File: src/shared/fsr_pkg.sv
// Constants for the flash security and status register bank.
// Assumes a 32-bit APB slave with each register in one aligned word.
package fsr_pkg;
    // Register indices; the byte address is four times the index.
    localparam logic [9:0]  IDX_SEC     = 10'h001;
    localparam logic [9:0]  IDX_CMDIX   = 10'h002;
    localparam logic [9:0]  IDX_PSTAT   = 10'h003;
    localparam logic [9:0]  IDX_CFG     = 10'h004;
    localparam logic [9:0]  IDX_IRQST   = 10'h008;
    localparam logic [9:0]  IDX_IRQMSK  = 10'h009;
    // Security byte location and values.
    localparam logic [23:0] SEC_BYTE_ADDR  = 24'hff_fe0f;
    localparam logic [7:0]  SEC_RESET      = 8'hff;
    localparam logic [7:0]  SEC_FAULT      = 8'hff;
    localparam int          KEY_MSB        = 7;
    localparam int          KEY_LSB        = 6;
    localparam int          LOCK_MSB       = 1;
    localparam int          LOCK_LSB       = 0;
    localparam logic [1:0]  KEY_ON         = 2'h2;
    localparam logic [1:0]  LOCK_OPEN      = 2'h2;
    localparam logic [1:0]  LOCK_PREFERRED = 2'h1;
    // Command word index field.
    localparam int          IX_W           = 3;
    localparam logic [2:0]  IX_RESET       = 3'h0;
    // Wait-state select field and switch timing.
    localparam int          WS_W           = 2;
    localparam int          WS_LSB         = 2;
    localparam logic [1:0]  WS_RESET       = 2'h3;
    localparam int          WS_SWITCH_CYCLES = 4;
    // Protection status bit positions.
    localparam int          PST_OVR_BIT    = 7;
    localparam int          PST_ACK_BIT    = 0;
    // Interrupt event bits.
    localparam int          EV_W           = 4;
    localparam int          EV_LOAD        = 0;
    localparam int          EV_FAULT       = 1;
    localparam int          EV_WSACK       = 2;
    localparam int          EV_UNLOCK      = 3;
    localparam logic [3:0]  EV_RESET       = 4'h0;

    typedef enum logic [1:0] {
        ST_LOAD = 2'b01,
        ST_RUN  = 2'b10
    } fsr_load_t;
endpackage

File: src/shared/fsr_ws_if.sv
// Wait-state switch request and status between the register bank
// and its switch sequencer; both sit on one clock.
`timescale 1ns/1ps
`default_nettype none
interface fsr_ws_if;
    import fsr_pkg::*;
    logic            req;
    logic [WS_W-1:0] sel;
    logic [WS_W-1:0] eff;
    logic            ack;
    modport ctrl (output req, output sel, input eff, input ack);
    modport seq  (input req, input sel, output eff, output ack);
endinterface
`default_nettype wire

File: src/verilog/fsr_top.sv
// Flash security and status register bank behind an APB slave.
// Assumes the NVM, backdoor, protection and command-complete inputs
// come from flash controller logic on the same clock.
//
// The APB slave port is this design's own decision.
`timescale 1ns/1ps
`default_nettype none
module fsr_top
    import fsr_pkg::*;
#(
    parameter int SWITCH_CYCLES = WS_SWITCH_CYCLES
)(
    // Clock and reset.
    input  wire logic        CLOCK,
    input  wire logic        RST,
    // APB slave.
    input  wire logic        PSEL,
    input  wire logic        PENABLE,
    input  wire logic        PWRITE,
    input  wire logic [11:0] PADDR,
    input  wire logic [31:0] PWDATA,
    output logic      [31:0] PRDATA,
    output logic             PREADY,
    output logic             PSLVERR,
    // Security byte load from non-volatile storage.
    output logic             NVM_REQ,
    output logic      [23:0] NVM_ADDR,
    input  wire logic        NVM_ACK,
    input  wire logic [7:0]  NVM_DATA,
    input  wire logic        NVM_DBL_FAULT,
    // Security state.
    input  wire logic        BACKDOOR_UNLOCK,
    output logic             KEY_ACCESS_EN,
    output logic             FLASH_SECURED,
    // Flash controller status.
    input  wire logic        PROT_OVERRIDE,
    input  wire logic        CMD_COMPLETE,
    output logic [fsr_pkg::WS_W-1:0] READ_WAIT_STATES,
    // Interrupt.
    output logic             IRQ
);
    import fsr_pkg::*;

    fsr_ws_if ws ();

    fsr_load_t        state;
    logic [7:0]       sec;
    logic [IX_W-1:0]  cmd_index;
    logic [WS_W-1:0]  ws_sel;
    logic [EV_W-1:0]  irq_status;
    logic [EV_W-1:0]  irq_mask;
    logic             ack_q;
    logic [31:0]      next_rdata;
    logic             next_hit;

    logic [9:0]       word;
    logic             setup;
    logic             wr;
    logic             load_done;
    logic             unlock;
    logic [EV_W-1:0]  events;
    logic [WS_W-1:0]  ws_new;

    fsr_wait_switch #(
        .SWITCH_CYCLES (SWITCH_CYCLES)
    ) u_switch (
        .clk (CLOCK),
        .rst (RST),
        .ws  (ws)
    );

    // Bus decode; the slave never inserts wait states.
    assign word   = PADDR[11:2];
    assign setup  = PSEL & ~PENABLE;
    assign wr     = PSEL & PENABLE & PWRITE;
    assign PREADY = 1'b1;

    always_comb
    begin
        next_hit = 1'b1;
        case (word)
            IDX_SEC, IDX_CMDIX, IDX_PSTAT, IDX_CFG,
            IDX_IRQST, IDX_IRQMSK: next_hit = 1'b1;
            default:               next_hit = 1'b0;
        endcase
    end

    // Unmapped addresses answer with an error and read as zero.
    assign PSLVERR = PSEL & PENABLE & ~next_hit;

    // Security byte load after reset, then backdoor unlock handling.
    assign NVM_REQ   = (state == ST_LOAD);
    assign NVM_ADDR  = SEC_BYTE_ADDR;
    assign load_done = NVM_REQ & NVM_ACK;
    assign unlock    = (state == ST_RUN) & BACKDOOR_UNLOCK
                     & (sec[KEY_MSB:KEY_LSB] == KEY_ON);

    always_ff @(posedge CLOCK or posedge RST)
    begin
        if (RST)
        begin
            state <= ST_LOAD;
            sec   <= SEC_RESET;
        end
        else
        begin
            case (state)
                ST_LOAD:
                begin
                    if (NVM_ACK)
                    begin
                        state <= ST_RUN;
                        if (NVM_DBL_FAULT)
                            sec <= SEC_FAULT;
                        else
                            sec <= NVM_DATA;
                    end
                end
                ST_RUN:
                begin
                    if (unlock)
                        sec[LOCK_MSB:LOCK_LSB] <= LOCK_OPEN;
                end
                default:
                begin
                    state <= ST_LOAD;
                end
            endcase
        end
    end

    // Bus writes never reach the unlock byte.
    assign KEY_ACCESS_EN = (sec[KEY_MSB:KEY_LSB] == KEY_ON);
    assign FLASH_SECURED = (sec[LOCK_MSB:LOCK_LSB] != LOCK_OPEN);

    // Command word index register.
    always_ff @(posedge CLOCK or posedge RST)
    begin
        if (RST)
            cmd_index <= IX_RESET;
        else if (wr && word == IDX_CMDIX)
            cmd_index <= PWDATA[IX_W-1:0];
    end

    // Wait-state select; a change during a running command is dropped.
    assign ws_new = PWDATA[WS_LSB +: WS_W];
    assign ws.req = wr & (word == IDX_CFG) & CMD_COMPLETE
                  & (ws_new != ws_sel);
    assign ws.sel = ws_new;

    always_ff @(posedge CLOCK or posedge RST)
    begin
        if (RST)
            ws_sel <= WS_RESET;
        else if (ws.req)
            ws_sel <= ws_new;
    end

    assign READ_WAIT_STATES = ws.eff;

    // Sticky interrupt status, cleared by writing ones; set wins.
    always_ff @(posedge CLOCK or posedge RST)
    begin
        if (RST)
            ack_q <= 1'b1;
        else
            ack_q <= ws.ack;
    end

    always_comb
    begin
        events            = EV_RESET;
        events[EV_LOAD]   = load_done;
        events[EV_FAULT]  = load_done & NVM_DBL_FAULT;
        events[EV_WSACK]  = ws.ack & ~ack_q;
        events[EV_UNLOCK] = unlock;
    end

    always_ff @(posedge CLOCK or posedge RST)
    begin
        if (RST)
            irq_status <= EV_RESET;
        else if (wr && word == IDX_IRQST)
            irq_status <= (irq_status & ~PWDATA[EV_W-1:0]) | events;
        else
            irq_status <= irq_status | events;
    end

    always_ff @(posedge CLOCK or posedge RST)
    begin
        if (RST)
            irq_mask <= EV_RESET;
        else if (wr && word == IDX_IRQMSK)
            irq_mask <= PWDATA[EV_W-1:0];
    end

    assign IRQ = |(irq_status & irq_mask);

    // Read data is chosen in the setup cycle and held for the access.
    always_comb
    begin
        next_rdata = 32'h0000_0000;
        case (word)
            IDX_SEC:
                next_rdata[7:0] = sec;
            IDX_CMDIX:
                next_rdata[IX_W-1:0] = cmd_index;
            IDX_PSTAT:
            begin
                next_rdata[PST_OVR_BIT] = PROT_OVERRIDE;
                next_rdata[PST_ACK_BIT] = ws.ack;
            end
            IDX_CFG:
                next_rdata[WS_LSB +: WS_W] = ws_sel;
            IDX_IRQST:
                next_rdata[EV_W-1:0] = irq_status;
            IDX_IRQMSK:
                next_rdata[EV_W-1:0] = irq_mask;
            default:
                next_rdata = 32'h0000_0000;
        endcase
    end

    always_ff @(posedge CLOCK or posedge RST)
    begin
        if (RST)
            PRDATA <= 32'h0000_0000;
        else if (setup && !PWRITE)
            PRDATA <= next_rdata;
    end

    property p_load;
        @(posedge CLOCK) disable iff (RST)
            load_done && !NVM_DBL_FAULT |=> sec == $past(NVM_DATA);
    endproperty
    a_load: assert property (p_load)
        else $error("Unlock byte did not take the loaded value.");

    property p_fault;
        @(posedge CLOCK) disable iff (RST)
            load_done && NVM_DBL_FAULT |=> sec == SEC_FAULT
            ##1 !NVM_REQ;
    endproperty
    a_fault: assert property (p_fault)
        else $error("Double fault did not set every unlock bit.");

    property p_sec_ro;
        @(posedge CLOCK) disable iff (RST)
            wr && word == IDX_SEC && !load_done && !unlock
            |=> $stable(sec);
    endproperty
    a_sec_ro: assert property (p_sec_ro)
        else $error("A bus write changed the unlock byte.");

    property p_backdoor;
        @(posedge CLOCK) disable iff (RST)
            unlock |=> sec[LOCK_MSB:LOCK_LSB] == LOCK_OPEN && !FLASH_SECURED;
    endproperty
    a_backdoor: assert property (p_backdoor)
        else $error("Backdoor unlock did not open the lock field.");

    property p_key_gate;
        @(posedge CLOCK) disable iff (RST)
            state == ST_RUN && BACKDOOR_UNLOCK
            && sec[KEY_MSB:KEY_LSB] != KEY_ON |=> $stable(sec);
    endproperty
    a_key_gate: assert property (p_key_gate)
        else $error("Backdoor acted with key access disabled.");

    property p_index_wr;
        @(posedge CLOCK) disable iff (RST)
            wr && word == IDX_CMDIX |=> cmd_index == $past(PWDATA[2:0]);
    endproperty
    a_index_wr: assert property (p_index_wr)
        else $error("Command index did not take the written value.");

    property p_index_zero;
        @(posedge CLOCK) disable iff (RST)
            setup && !PWRITE && word == IDX_CMDIX
            |=> PRDATA[31:3] == 29'h0;
    endproperty
    a_index_zero: assert property (p_index_zero)
        else $error("Upper command index bits did not read zero.");

    property p_override;
        @(posedge CLOCK) disable iff (RST)
            setup && !PWRITE && word == IDX_PSTAT
            |=> PRDATA[7] == $past(PROT_OVERRIDE) && PRDATA[6:1] == 6'h00;
    endproperty
    a_override: assert property (p_override)
        else $error("Override status read back wrong.");

    property p_busy_ws;
        @(posedge CLOCK) disable iff (RST)
            wr && word == IDX_CFG && !CMD_COMPLETE
            |=> $stable(ws_sel) && !$fell(ws.ack);
    endproperty
    a_busy_ws: assert property (p_busy_ws)
        else $error("Wait select changed during a running command.");

    c_load: cover property (@(posedge CLOCK) disable iff (RST)
        load_done && !NVM_DBL_FAULT);
    c_fault: cover property (@(posedge CLOCK) disable iff (RST)
        load_done && NVM_DBL_FAULT);
    c_unlock: cover property (@(posedge CLOCK) disable iff (RST) unlock);
    c_switch: cover property (@(posedge CLOCK) disable iff (RST)
        ws.req ##[1:20] events[EV_WSACK]);
endmodule // fsr_top
`default_nettype wire

File: src/verilog/fsr_wait_switch.sv
// Wait-state switch sequencer: holds the wait setting used by flash
// reads and moves it to a newly requested value after a settle delay.
// Assumes one-cycle requests from the register bank on the same clock.
`timescale 1ns/1ps
`default_nettype none
module fsr_wait_switch
    import fsr_pkg::*;
#(
    parameter int SWITCH_CYCLES = WS_SWITCH_CYCLES
)(
    // Clock and reset.
    input  wire logic clk,
    input  wire logic rst,
    // Switch request and status.
    fsr_ws_if.seq     ws
);
    logic            pending;
    logic [WS_W-1:0] target;
    logic [7:0]      count;

    always_ff @(posedge clk or posedge rst)
    begin
        if (rst)
        begin
            pending <= 1'b0;
            target  <= WS_RESET;
            count   <= 8'h00;
            ws.eff  <= WS_RESET;
            ws.ack  <= 1'b1;
        end
        else if (ws.req)
        begin
            pending <= 1'b1;
            target  <= ws.sel;
            count   <= 8'(SWITCH_CYCLES - 1);
            ws.ack  <= 1'b0;
        end
        else if (pending)
        begin
            if (count == 8'h00)
            begin
                pending <= 1'b0;
                ws.eff  <= target;
                ws.ack  <= 1'b1;
            end
            else
            begin
                count <= count - 8'h01;
            end
        end
    end

    property p_ack_clear;
        @(posedge clk) disable iff (rst) ws.req |=> !ws.ack;
    endproperty
    a_ack_clear: assert property (p_ack_clear)
        else $error("Acknowledge did not clear on a switch request.");

    property p_ack_set;
        @(posedge clk) disable iff (rst)
            ws.req ##1 (!ws.req)[*4] |=> ws.ack;
    endproperty
    a_ack_set: assert property (p_ack_set)
        else $error("Acknowledge did not set after the switch delay.");

    property p_old_setting;
        @(posedge clk) disable iff (rst) !ws.ack |=> $stable(ws.eff)
            or $rose(ws.ack);
    endproperty
    a_old_setting: assert property (p_old_setting)
        else $error("Read wait setting changed before the switch ended.");
endmodule // fsr_wait_switch
`default_nettype wire
File: config.mk
export PLATFORM = sky130hd
export DESIGN_NAME = fsr_top
export DESIGN_NICKNAME = d
export VERILOG_FILES = /design/src/shared/fsr_pkg.sv /design/src/shared/fsr_ws_if.sv /design/src/verilog/fsr_top.sv /design/src/verilog/fsr_wait_switch.sv
export SDC_FILE = /design/constraint.sdc
export NUM_CORES = 1
export LEC_CHECK = 0
export BUFFER_PORTS_ARGS = -buffer_cell sky130_fd_sc_hd__buf_2
export CORE_MARGIN = 2
export CORE_UTILIZATION = 50
export DETAILED_ROUTE_END_ITERATION = 6
export GPL_ROUTABILITY_DRIVEN = 1
export PLACE_DENSITY = 0.85
export SETUP_SLACK_MARGIN = 0.15
export SLEW_MARGIN = 15
export SYNTH_ARGS = -nofsm -noshare
export SYNTH_HDL_FRONTEND = slang
export SYNTH_SLANG_ARGS = --single-unit
export TNS_END_PERCENT = 30
File: constraint.sdc
create_clock -name CLOCK -period 2.9 [get_ports CLOCK]
set_clock_uncertainty 0.05 [all_clocks]
set_input_delay 0.435 -clock CLOCK [delete_from_list [all_inputs] [get_ports CLOCK]]
set_output_delay 0.435 -clock CLOCK [all_outputs]
set_load 0.05 [all_outputs]
==> results of run 1 <==
## worst min-delay path: stages
cell	delay [ps]
sky130_fd_sc_hd__buf_2	90
sky130_fd_sc_hd__inv_1	40
sky130_fd_sc_hd__buf_4	440
## area by class of cell
type,instances,area [um2]
clock buffer,8,90.1
tap,70,87.6
sequential,44,1120
inverter,9,33.8
fill,447,2270
timing repair buffer,48,245
multi-input combinational,214,1290
## flip-flops by register name (all words and copies together), names as in the netlist
name / cells
u_switch.pending: 1
ack_q: 1
irq_mask: 4
u_switch.count: 8
cmd_index: 3
PRDATA: 8
state: 2
u_switch.target: 2
u_switch.ws.ack: 1
u_switch.ws.eff: 2
sec: 8
irq_status: 4
## how the worst max path moves through the flow
stage	startpoint	end	slack, ps	cells after the start
final	PADDR[3]	PSLVERR	800	6
after global routing	PADDR[4]	PSLVERR	690	6
after CTS	PADDR[3]	PSLVERR	810	6
after detailed placement	PADDR[7]	irq_mask[2]$_DFFE_PP0P_	580	5
after global placement	PADDR[7]	irq_mask[0]$_DFFE_PP0P_	650	5
after floorplan	state[0]$_DFFE_PP1P_	sec[1]$_DFFE_PP1P_	800	4
## through the flow
stage / hold slack, ps / utilization [%]
floorplan: 317 / -
global placement: 334 / 54.1
detailed placement: 333 / 54.1
CTS: 233 / 55.8
global route: 264 / 55.8
finish: 213 / 55.8
## synthesized netlist by cell type, drive strengths merged (3+ instances only)
cell type	number
buf	51
nor2	32
dfrtp	29
nand2	22
dfstp	15
mux2	13
o21ai	12
inv	9
nor3	8
mux2i	7
nand3	6
clkbuf	5
nor2b	5
nor4	5
a21oi	4
a22o	4
nand3b	4
xnor2	4
xor2	4
o2111ai	3
o41ai	3
## logic make-up after synthesis
group	synth area share [%]
other	0.282
adders and majority gates	0.938
muxes	8.40
buffers and inverters	16.1
xor gates and xnor gates	2.63
AOI/OAI and AO/OA	9.90
DFF	42.0
and+or+nand+nor	19.8
## power by group through the flow
stage               Combinational [W]  Clock, W  Sequential [W]
CTS                          0.000605  0.000398        0.000850
detailed placement           0.000603         0        0.000862
finish                       0.000603  0.000384        0.000851
global placement             0.000590         0        0.000854
global route                 0.000660  0.000418        0.000867
floorplan                    0.000553         0        0.000838
## layer usage
metal / global-route usage [%] / part of all wire (%) / up-vias
met4: 5.89 / 1.3 / 0
met3: 3.88 / 7.9 / 5
met2: 27.6 / 48 / 87
li1: - / - / 949
met5: 0 / 0 / -
met1: 24.2 / 43 / 906
==> flow_metrics.env, run 1 <==
export IMPL_layout_worst_path_cycle_share_pct=72.4
export IMPL_timing_worst_slew_pin_value_ps=670
export IMPL_synth_edf_count=0
export IMPL_worstPathCellList="buf_2 > nor3b_1 > o21ai_0 > o21a_1 > o211a_1 > buf_2"
export IMPL_final_common_cell="sky130_fd_sc_hd__conb_1"
export IMPL_design_die_area_um2=5930
export IMPL_hold_path_class="in -> async"
export IMPL_synthesis_area_um2=2670
export IMPL_final_design_area_no_fill_um2=2870
export IMPL_route_detailed_drc=0
export IMPL_ios=126
export IMPL_vias_per_cell=4.95
export IMPL_vias=1947
export IMPL_syn_avg_cell_area_um2=9.66
export IMPL_post_cts_repair_setup_buffers=0
export IMPL_timing_critical_path_mode_cell="sky130_fd_sc_hd__buf_2"
export IMPL_cts_resized_gates=0
export IMPL_worst_ep_required_time_ps=2410
export IMPL_cts_buffer_depth=2
export IMPL_starting_density_pct=51.9
export IMPL_top_cells_by_area_in_the_synthesized_netlist="sky130_fd_sc_hd__dfrtp_1 27%, sky130_fd_sc_hd__dfstp_2 15%, sky130_fd_sc_hd__buf_4 14%"
export IMPL_critical_path_s_largest_stage_delay_ps=280
export IMPL_flip_flop_cell_with_the_highest_count_after_synthesis="sky130_fd_sc_hd__dfrtp_1"
export IMPL_final_hold_viol_count=0
export IMPL_totalNegativeSetupSlack_ps=0
export IMPL_clk_insertion_delay_late_ps=290
export IMPL_sw_frac_of_total_pct=38.6
export IMPL_slew_limit_headroom_pct=55.0
export IMPL_cell_rows=26
export IMPL_worst_r2r_path_depth=6
export IMPL_max_clock_freq_ghz=0.476
export IMPL_irDropWorstVdd_mv=0.418
export IMPL_first_global_vias=1775
export IMPL_total_power_w=0.00184
export IMPL_clkTransAtPathRegs_ps=80
export IMPL_worst_path_buf_inv=2
export IMPL_intPower_w=0.00113
export IMPL_initialDrtViolationCount=193
export IMPL_maxSlewViolCount=0
export IMPL_cts_inserted_buffers=5
export IMPL_antenna_found_initial=0
export IMPL_layoutNonFillerInstCount=393
export IMPL_grt_start_max_net_pins=45
export IMPL_power_leakage_nw=1.37
export IMPL_synth_top_area_share_pct=27.2
export IMPL_detail_route_first_pass_iterations=4
export IMPL_async_flop_share_pct=100
export IMPL_placed_area_um2=2780
export IMPL_status="completed"
export IMPL_timing_critical_path_max_delay_family="compound AO/OA/AOI/OAI gates"
export IMPL_ant_nets=0
export IMPL_place_hpwl_mm=3.94
export IMPL_floorplan_die_height_um=77.0
export IMPL_power_switching_w=0.000709
export IMPL_power_frac_comb_pct=32.8
export IMPL_yosys_warnings=0
export IMPL_setup_viol_count_final=0
export IMPL_drive_above_1_share_pct=27.6
export IMPL_kind_of_launch_point_of_the_worst_setup_path="primary input"
export IMPL_portBuffers=46
export IMPL_cts_htree_levels=2
export IMPL_netlist_instances=276
export IMPL_kind_of_capture_point_of_the_worst_setup_path="primary output"
export IMPL_num_nets_final=386
export IMPL_power_density_nw_per_um2=640
export IMPL_synth_lib_cells_used_distinct=51
export IMPL_place_gp_congestion=0.814
export IMPL_pwr_share_seq_pct=46.3
export IMPL_grt_use_total_pct=17.6
export IMPL_grt_first_pass_wirelength_mm=8.36
export IMPL_criticalPathCategory="in -> out"
export IMPL_postSynthRegisterBits=44
export IMPL_worstPathMaxFanout=13
export IMPL_core_area_um2=5140
export IMPL_r2r_start="u_switch.count[0]$_DFFE_PP0P_"
export IMPL_pwr_share_clk_pct=20.9
export IMPL_antenna_diode_count=0
export IMPL_drt_wirelength_per_cell_um=12.9
export IMPL_cts_hold_buffers=0
export IMPL_final_period_minus_worst_setup_slack_ps=2100
export IMPL_data_arrival_at_the_endpoint_of_the_critical_path_ps=1610
export IMPL_place_detailed_instances=385
export IMPL_placement_stage_worst_setup_slack_ps=581
export IMPL_worstReg2RegEnd="u_switch.count[1]$_DFFE_PP0P_"
export IMPL_layout_setup_ws_ps=801
export IMPL_layout_common_cells="49 x sky130_fd_sc_hd__conb_1, 46 x sky130_fd_sc_hd__buf_2, 32 x sky130_fd_sc_hd__nor2_1, 29 x sky130_fd_sc_hd__dfrtp_1, 21 x sky130_fd_sc_hd__nand2_1"
export IMPL_synth_seq_area_share_pct=42.0
export IMPL_synth_top_cell_by_area="sky130_fd_sc_hd__dfrtp_1"
export IMPL_wl_mm=5.07
export IMPL_clkSinkCount=44
export IMPL_die_width_um=77.0
export IMPL_tritoncts="done"
export IMPL_clock_tree_root_cell="sky130_fd_sc_hd__clkbuf_8"
export IMPL_setup_reg_to_reg_worst_slack_ps=860
export IMPL_grt_setup_unrepaired="false"
export IMPL_timing_critical_path_slowest_stage_cell="sky130_fd_sc_hd__nor3b_1"
export IMPL_syn_to_final_growth_pct=7.65
export IMPL_max_cap_violations=0
export IMPL_grt_ovfl_total=0
Power figures use the tool's default switching activity.
==> run 2, diff against run 1 <==
--- a/config.mk
+++ b/config.mk
@@ -7,10 +7,10 @@
 export LEC_CHECK = 0
 export BUFFER_PORTS_ARGS = -buffer_cell sky130_fd_sc_hd__buf_2
 export CORE_MARGIN = 2
-export CORE_UTILIZATION = 50
+export CORE_UTILIZATION = 47
 export DETAILED_ROUTE_END_ITERATION = 6
 export GPL_ROUTABILITY_DRIVEN = 1
-export PLACE_DENSITY = 0.85
+export PLACE_DENSITY = 0.81
 export SETUP_SLACK_MARGIN = 0.15
 export SLEW_MARGIN = 15
 export SYNTH_ARGS = -nofsm -noshare
==> constraint.sdc (replaced) <==
create_clock -name CLOCK -period 2 [get_ports CLOCK]
set_clock_uncertainty 0.05 [all_clocks]
set_input_delay 0.3 -clock CLOCK [delete_from_list [all_inputs] [get_ports CLOCK]]
set_output_delay 0.3 -clock CLOCK [all_outputs]
set_load 0.05 [all_outputs]
==> run 2 against run 1 <==
Utilization down 1.4 points. Non-clock buffer count up 13. Cell count up 3.8%. Die area up 6.0%. First-iteration DRC count down 11%. Routed wire length up 9.4%. Global-route usage down 0.052 points. Hold slack worse by 140 ps. Via count up 5.5%. Critical path type is now reg -> reg.
==> flow_metrics.env, run 2 (synthesis gave the netlist of run 1 again) <==
export IMPL_kind_of_capture_point_of_the_worst_setup_path="flip-flop"
export IMPL_clock_tree_root_cell="sky130_fd_sc_hd__clkbuf_8"
export IMPL_place_detailed_instances=398
export IMPL_cts_htree_levels=2
export IMPL_final_design_area_no_fill_um2=3000
export IMPL_clkSinkCount=44
export IMPL_worst_r2r_path_depth=6
export IMPL_layoutNonFillerInstCount=408
export IMPL_fill_cells=500
export IMPL_vias=2055
export IMPL_floorplan_die_height_um=79.3
export IMPL_cts_hold_buffers=0
export IMPL_pwr_share_clk_pct=20.2
export IMPL_total_power_w=0.00269
export IMPL_ios=126
export IMPL_crit_path_end="u_switch.count[1]$_DFFE_PP0P_"
export IMPL_antenna_diode_count=0
export IMPL_critical_path_s_largest_stage_delay_ps=490
export IMPL_drive_above_1_share_pct=32.4
export IMPL_setup_viol_count_final=0
export IMPL_cell_rows=27
export IMPL_initialDrtViolationCount=172
export IMPL_cts_inserted_buffers=5
export IMPL_hold_path_class="in -> async"
export IMPL_power_density_nw_per_um2=898
export IMPL_timing_critical_path_max_delay_family="simple AND/OR/NAND/NOR gates"
export IMPL_worstPathCellList="inv_2 > ha_4 > or4b_4 > o21ai_4 > nor2_1 > a211o_1"
export IMPL_ant_nets=0
export IMPL_cts_buffer_depth=2
export IMPL_detail_route_first_pass_iterations=4
export IMPL_drt_wirelength_per_cell_um=13.6
export IMPL_max_cap_violations=0
export IMPL_worstSetupStartpoint="u_switch.count[1]$_DFFE_PP0P_"
export IMPL_layout_common_cells="49 x sky130_fd_sc_hd__conb_1, 46 x sky130_fd_sc_hd__buf_2, 32 x sky130_fd_sc_hd__nor2_1, 29 x sky130_fd_sc_hd__dfrtp_1, 21 x sky130_fd_sc_hd__nand2_1"
export IMPL_largestRegisters="PRDATA (8), sec (8), u_switch.count (8)"
export IMPL_grt_setup_unrepaired="true"
export IMPL_num_nets_final=399
export IMPL_die_width_um=79.3
export IMPL_portBuffers=46
export IMPL_wl_mm=5.54
export IMPL_starting_density_pct=48.4
export IMPL_first_global_vias=1842
export IMPL_grt_use_total_pct=17.5
export IMPL_clk_insertion_delay_late_ps=290
export IMPL_worstReg2RegEnd="u_switch.count[1]$_DFFE_PP0P_"
export IMPL_sw_frac_of_total_pct=39.9
export IMPL_tritoncts="done"
export IMPL_power_leakage_nw=1.45
export IMPL_grt_start_max_net_pins=45
export IMPL_design_die_area_um2=6290
export IMPL_vias_per_cell=5.04
export IMPL_worst_ep_required_time_ps=2140
export IMPL_kind_of_launch_point_of_the_worst_setup_path="flip-flop"
export IMPL_worst_path_buf_inv=1
export IMPL_antenna_found_initial=0
export IMPL_place_gp_congestion=0.829
export IMPL_core_area_um2=5510
export IMPL_r2r_start="u_switch.count[1]$_DFFE_PP0P_"
export IMPL_timing_critical_path_depth=6
export IMPL_worstPathMaxFanout=4
export IMPL_data_arrival_at_the_endpoint_of_the_critical_path_ps=1960
export IMPL_totalNegativeSetupSlack_ps=0
export IMPL_max_clock_freq_ghz=0.550
export IMPL_route_detailed_drc=0
export IMPL_final_hold_viol_count=0
export IMPL_timing_critical_path_slowest_stage_cell="sky130_fd_sc_hd__or4b_4"
export IMPL_placed_area_um2=2870
export IMPL_final_period_minus_worst_setup_slack_ps=1820
export IMPL_timing_worst_slew_pin_value_ps=549
export IMPL_criticalPathCategory="reg -> reg"
export IMPL_final_common_cell="sky130_fd_sc_hd__conb_1"
export IMPL_grt_ovfl_total=0
export IMPL_clkTransAtPathRegs_ps=80
export IMPL_power_frac_comb_pct=33.7
export IMPL_grt_first_pass_wirelength_mm=8.60
export IMPL_layout_worst_path_cycle_share_pct=91.0
export IMPL_pwr_share_seq_pct=46.1
export IMPL_place_hpwl_mm=4.16
export IMPL_finalHoldWorstSlack_ps=74.6
export IMPL_irDropWorstVdd_mv=0.714
export IMPL_intPower_w=0.00162
export IMPL_setup_reg_to_reg_worst_slack_ps=180
export IMPL_slew_limit_headroom_pct=63.4
export IMPL_maxSlewViolCount=0
export IMPL_status="completed"
export IMPL_power_switching_w=0.00107
export IMPL_syn_to_final_growth_pct=12.5
## run 2: cell types whose count changed in the layout (fill, tap and decap cells not counted), sizes merged
cell      before  now
buf           48   61
clkbuf         8    6
clkinv         0    1
clkinvlp       0    1
## run 2: metrics by stage
stage               setup slack [ps]  util, %
floorplan                       86.2        -
global placement                43.7     52.1
detailed placement              4.34     52.1
CTS                              167     53.8
global route                     107     54.5
finish                           180     54.5
## run 2: power by group through the flow
stage	Sequential (W)	Clock (W)	Combinational [W]
after CTS	0.00124	0.000550	0.000902
after detailed placement	0.00125	0	0.000898
after global placement	0.00124	0	0.000873
after floorplan	0.00122	0	0.000806
final	0.00124	0.000544	0.000907
after global routing	0.00126	0.000601	0.000982
## run 2: tightest hold or removal path, cell delays in order
cell and delay, ps:
sky130_fd_sc_hd__buf_2 90, sky130_fd_sc_hd__inv_1 40, sky130_fd_sc_hd__buf_4 450
## run 2: how the worst min path moves through the flow
stage,end,slack (ps),cells after the start
after CTS,u_switch.count[2]$_DFFE_PP0P_,100,3
after detailed placement,ack_q$_DFF_PP1_,330,0
after global routing,irq_mask[3]$_DFFE_PP0P_,150,3
final,u_switch.count[2]$_DFFE_PP0P_,70,3
after global placement,ack_q$_DFF_PP1_,330,0
after floorplan,ack_q$_DFF_PP1_,320,0
## run 2: final cells by class
type	count	area, um2	share of cell area [%]
Inverter	9	33.8	1.13
Clock inverter	2	12.5	0.417
Sequential cell	44	1120	37.3
Multi-Input combinational cell	214	1330	44.3
Tap cell	72	90.1	3.00
Timing Repair Buffer	61	343	11.4
Clock buffer	6	72.6	2.42
## run 2: repair_timing
item                       CTS  global route
buffers inserted             0             2
gates resized for setup      2             7
setup endpoints to repair    4             5
hold endpoints to repair     0             0
pin swaps                    0             2
## run 2: metal layers
metal	routed length, um	share of wire (%)	global-route usage, %	up-vias
li1	-	-	-	972
met1	2470	45	23.9	986
met2	2630	48	27.4	90
met3	349	6.3	4.20	7
met4	85	1.5	6.03	0
met5	0	0	0	-
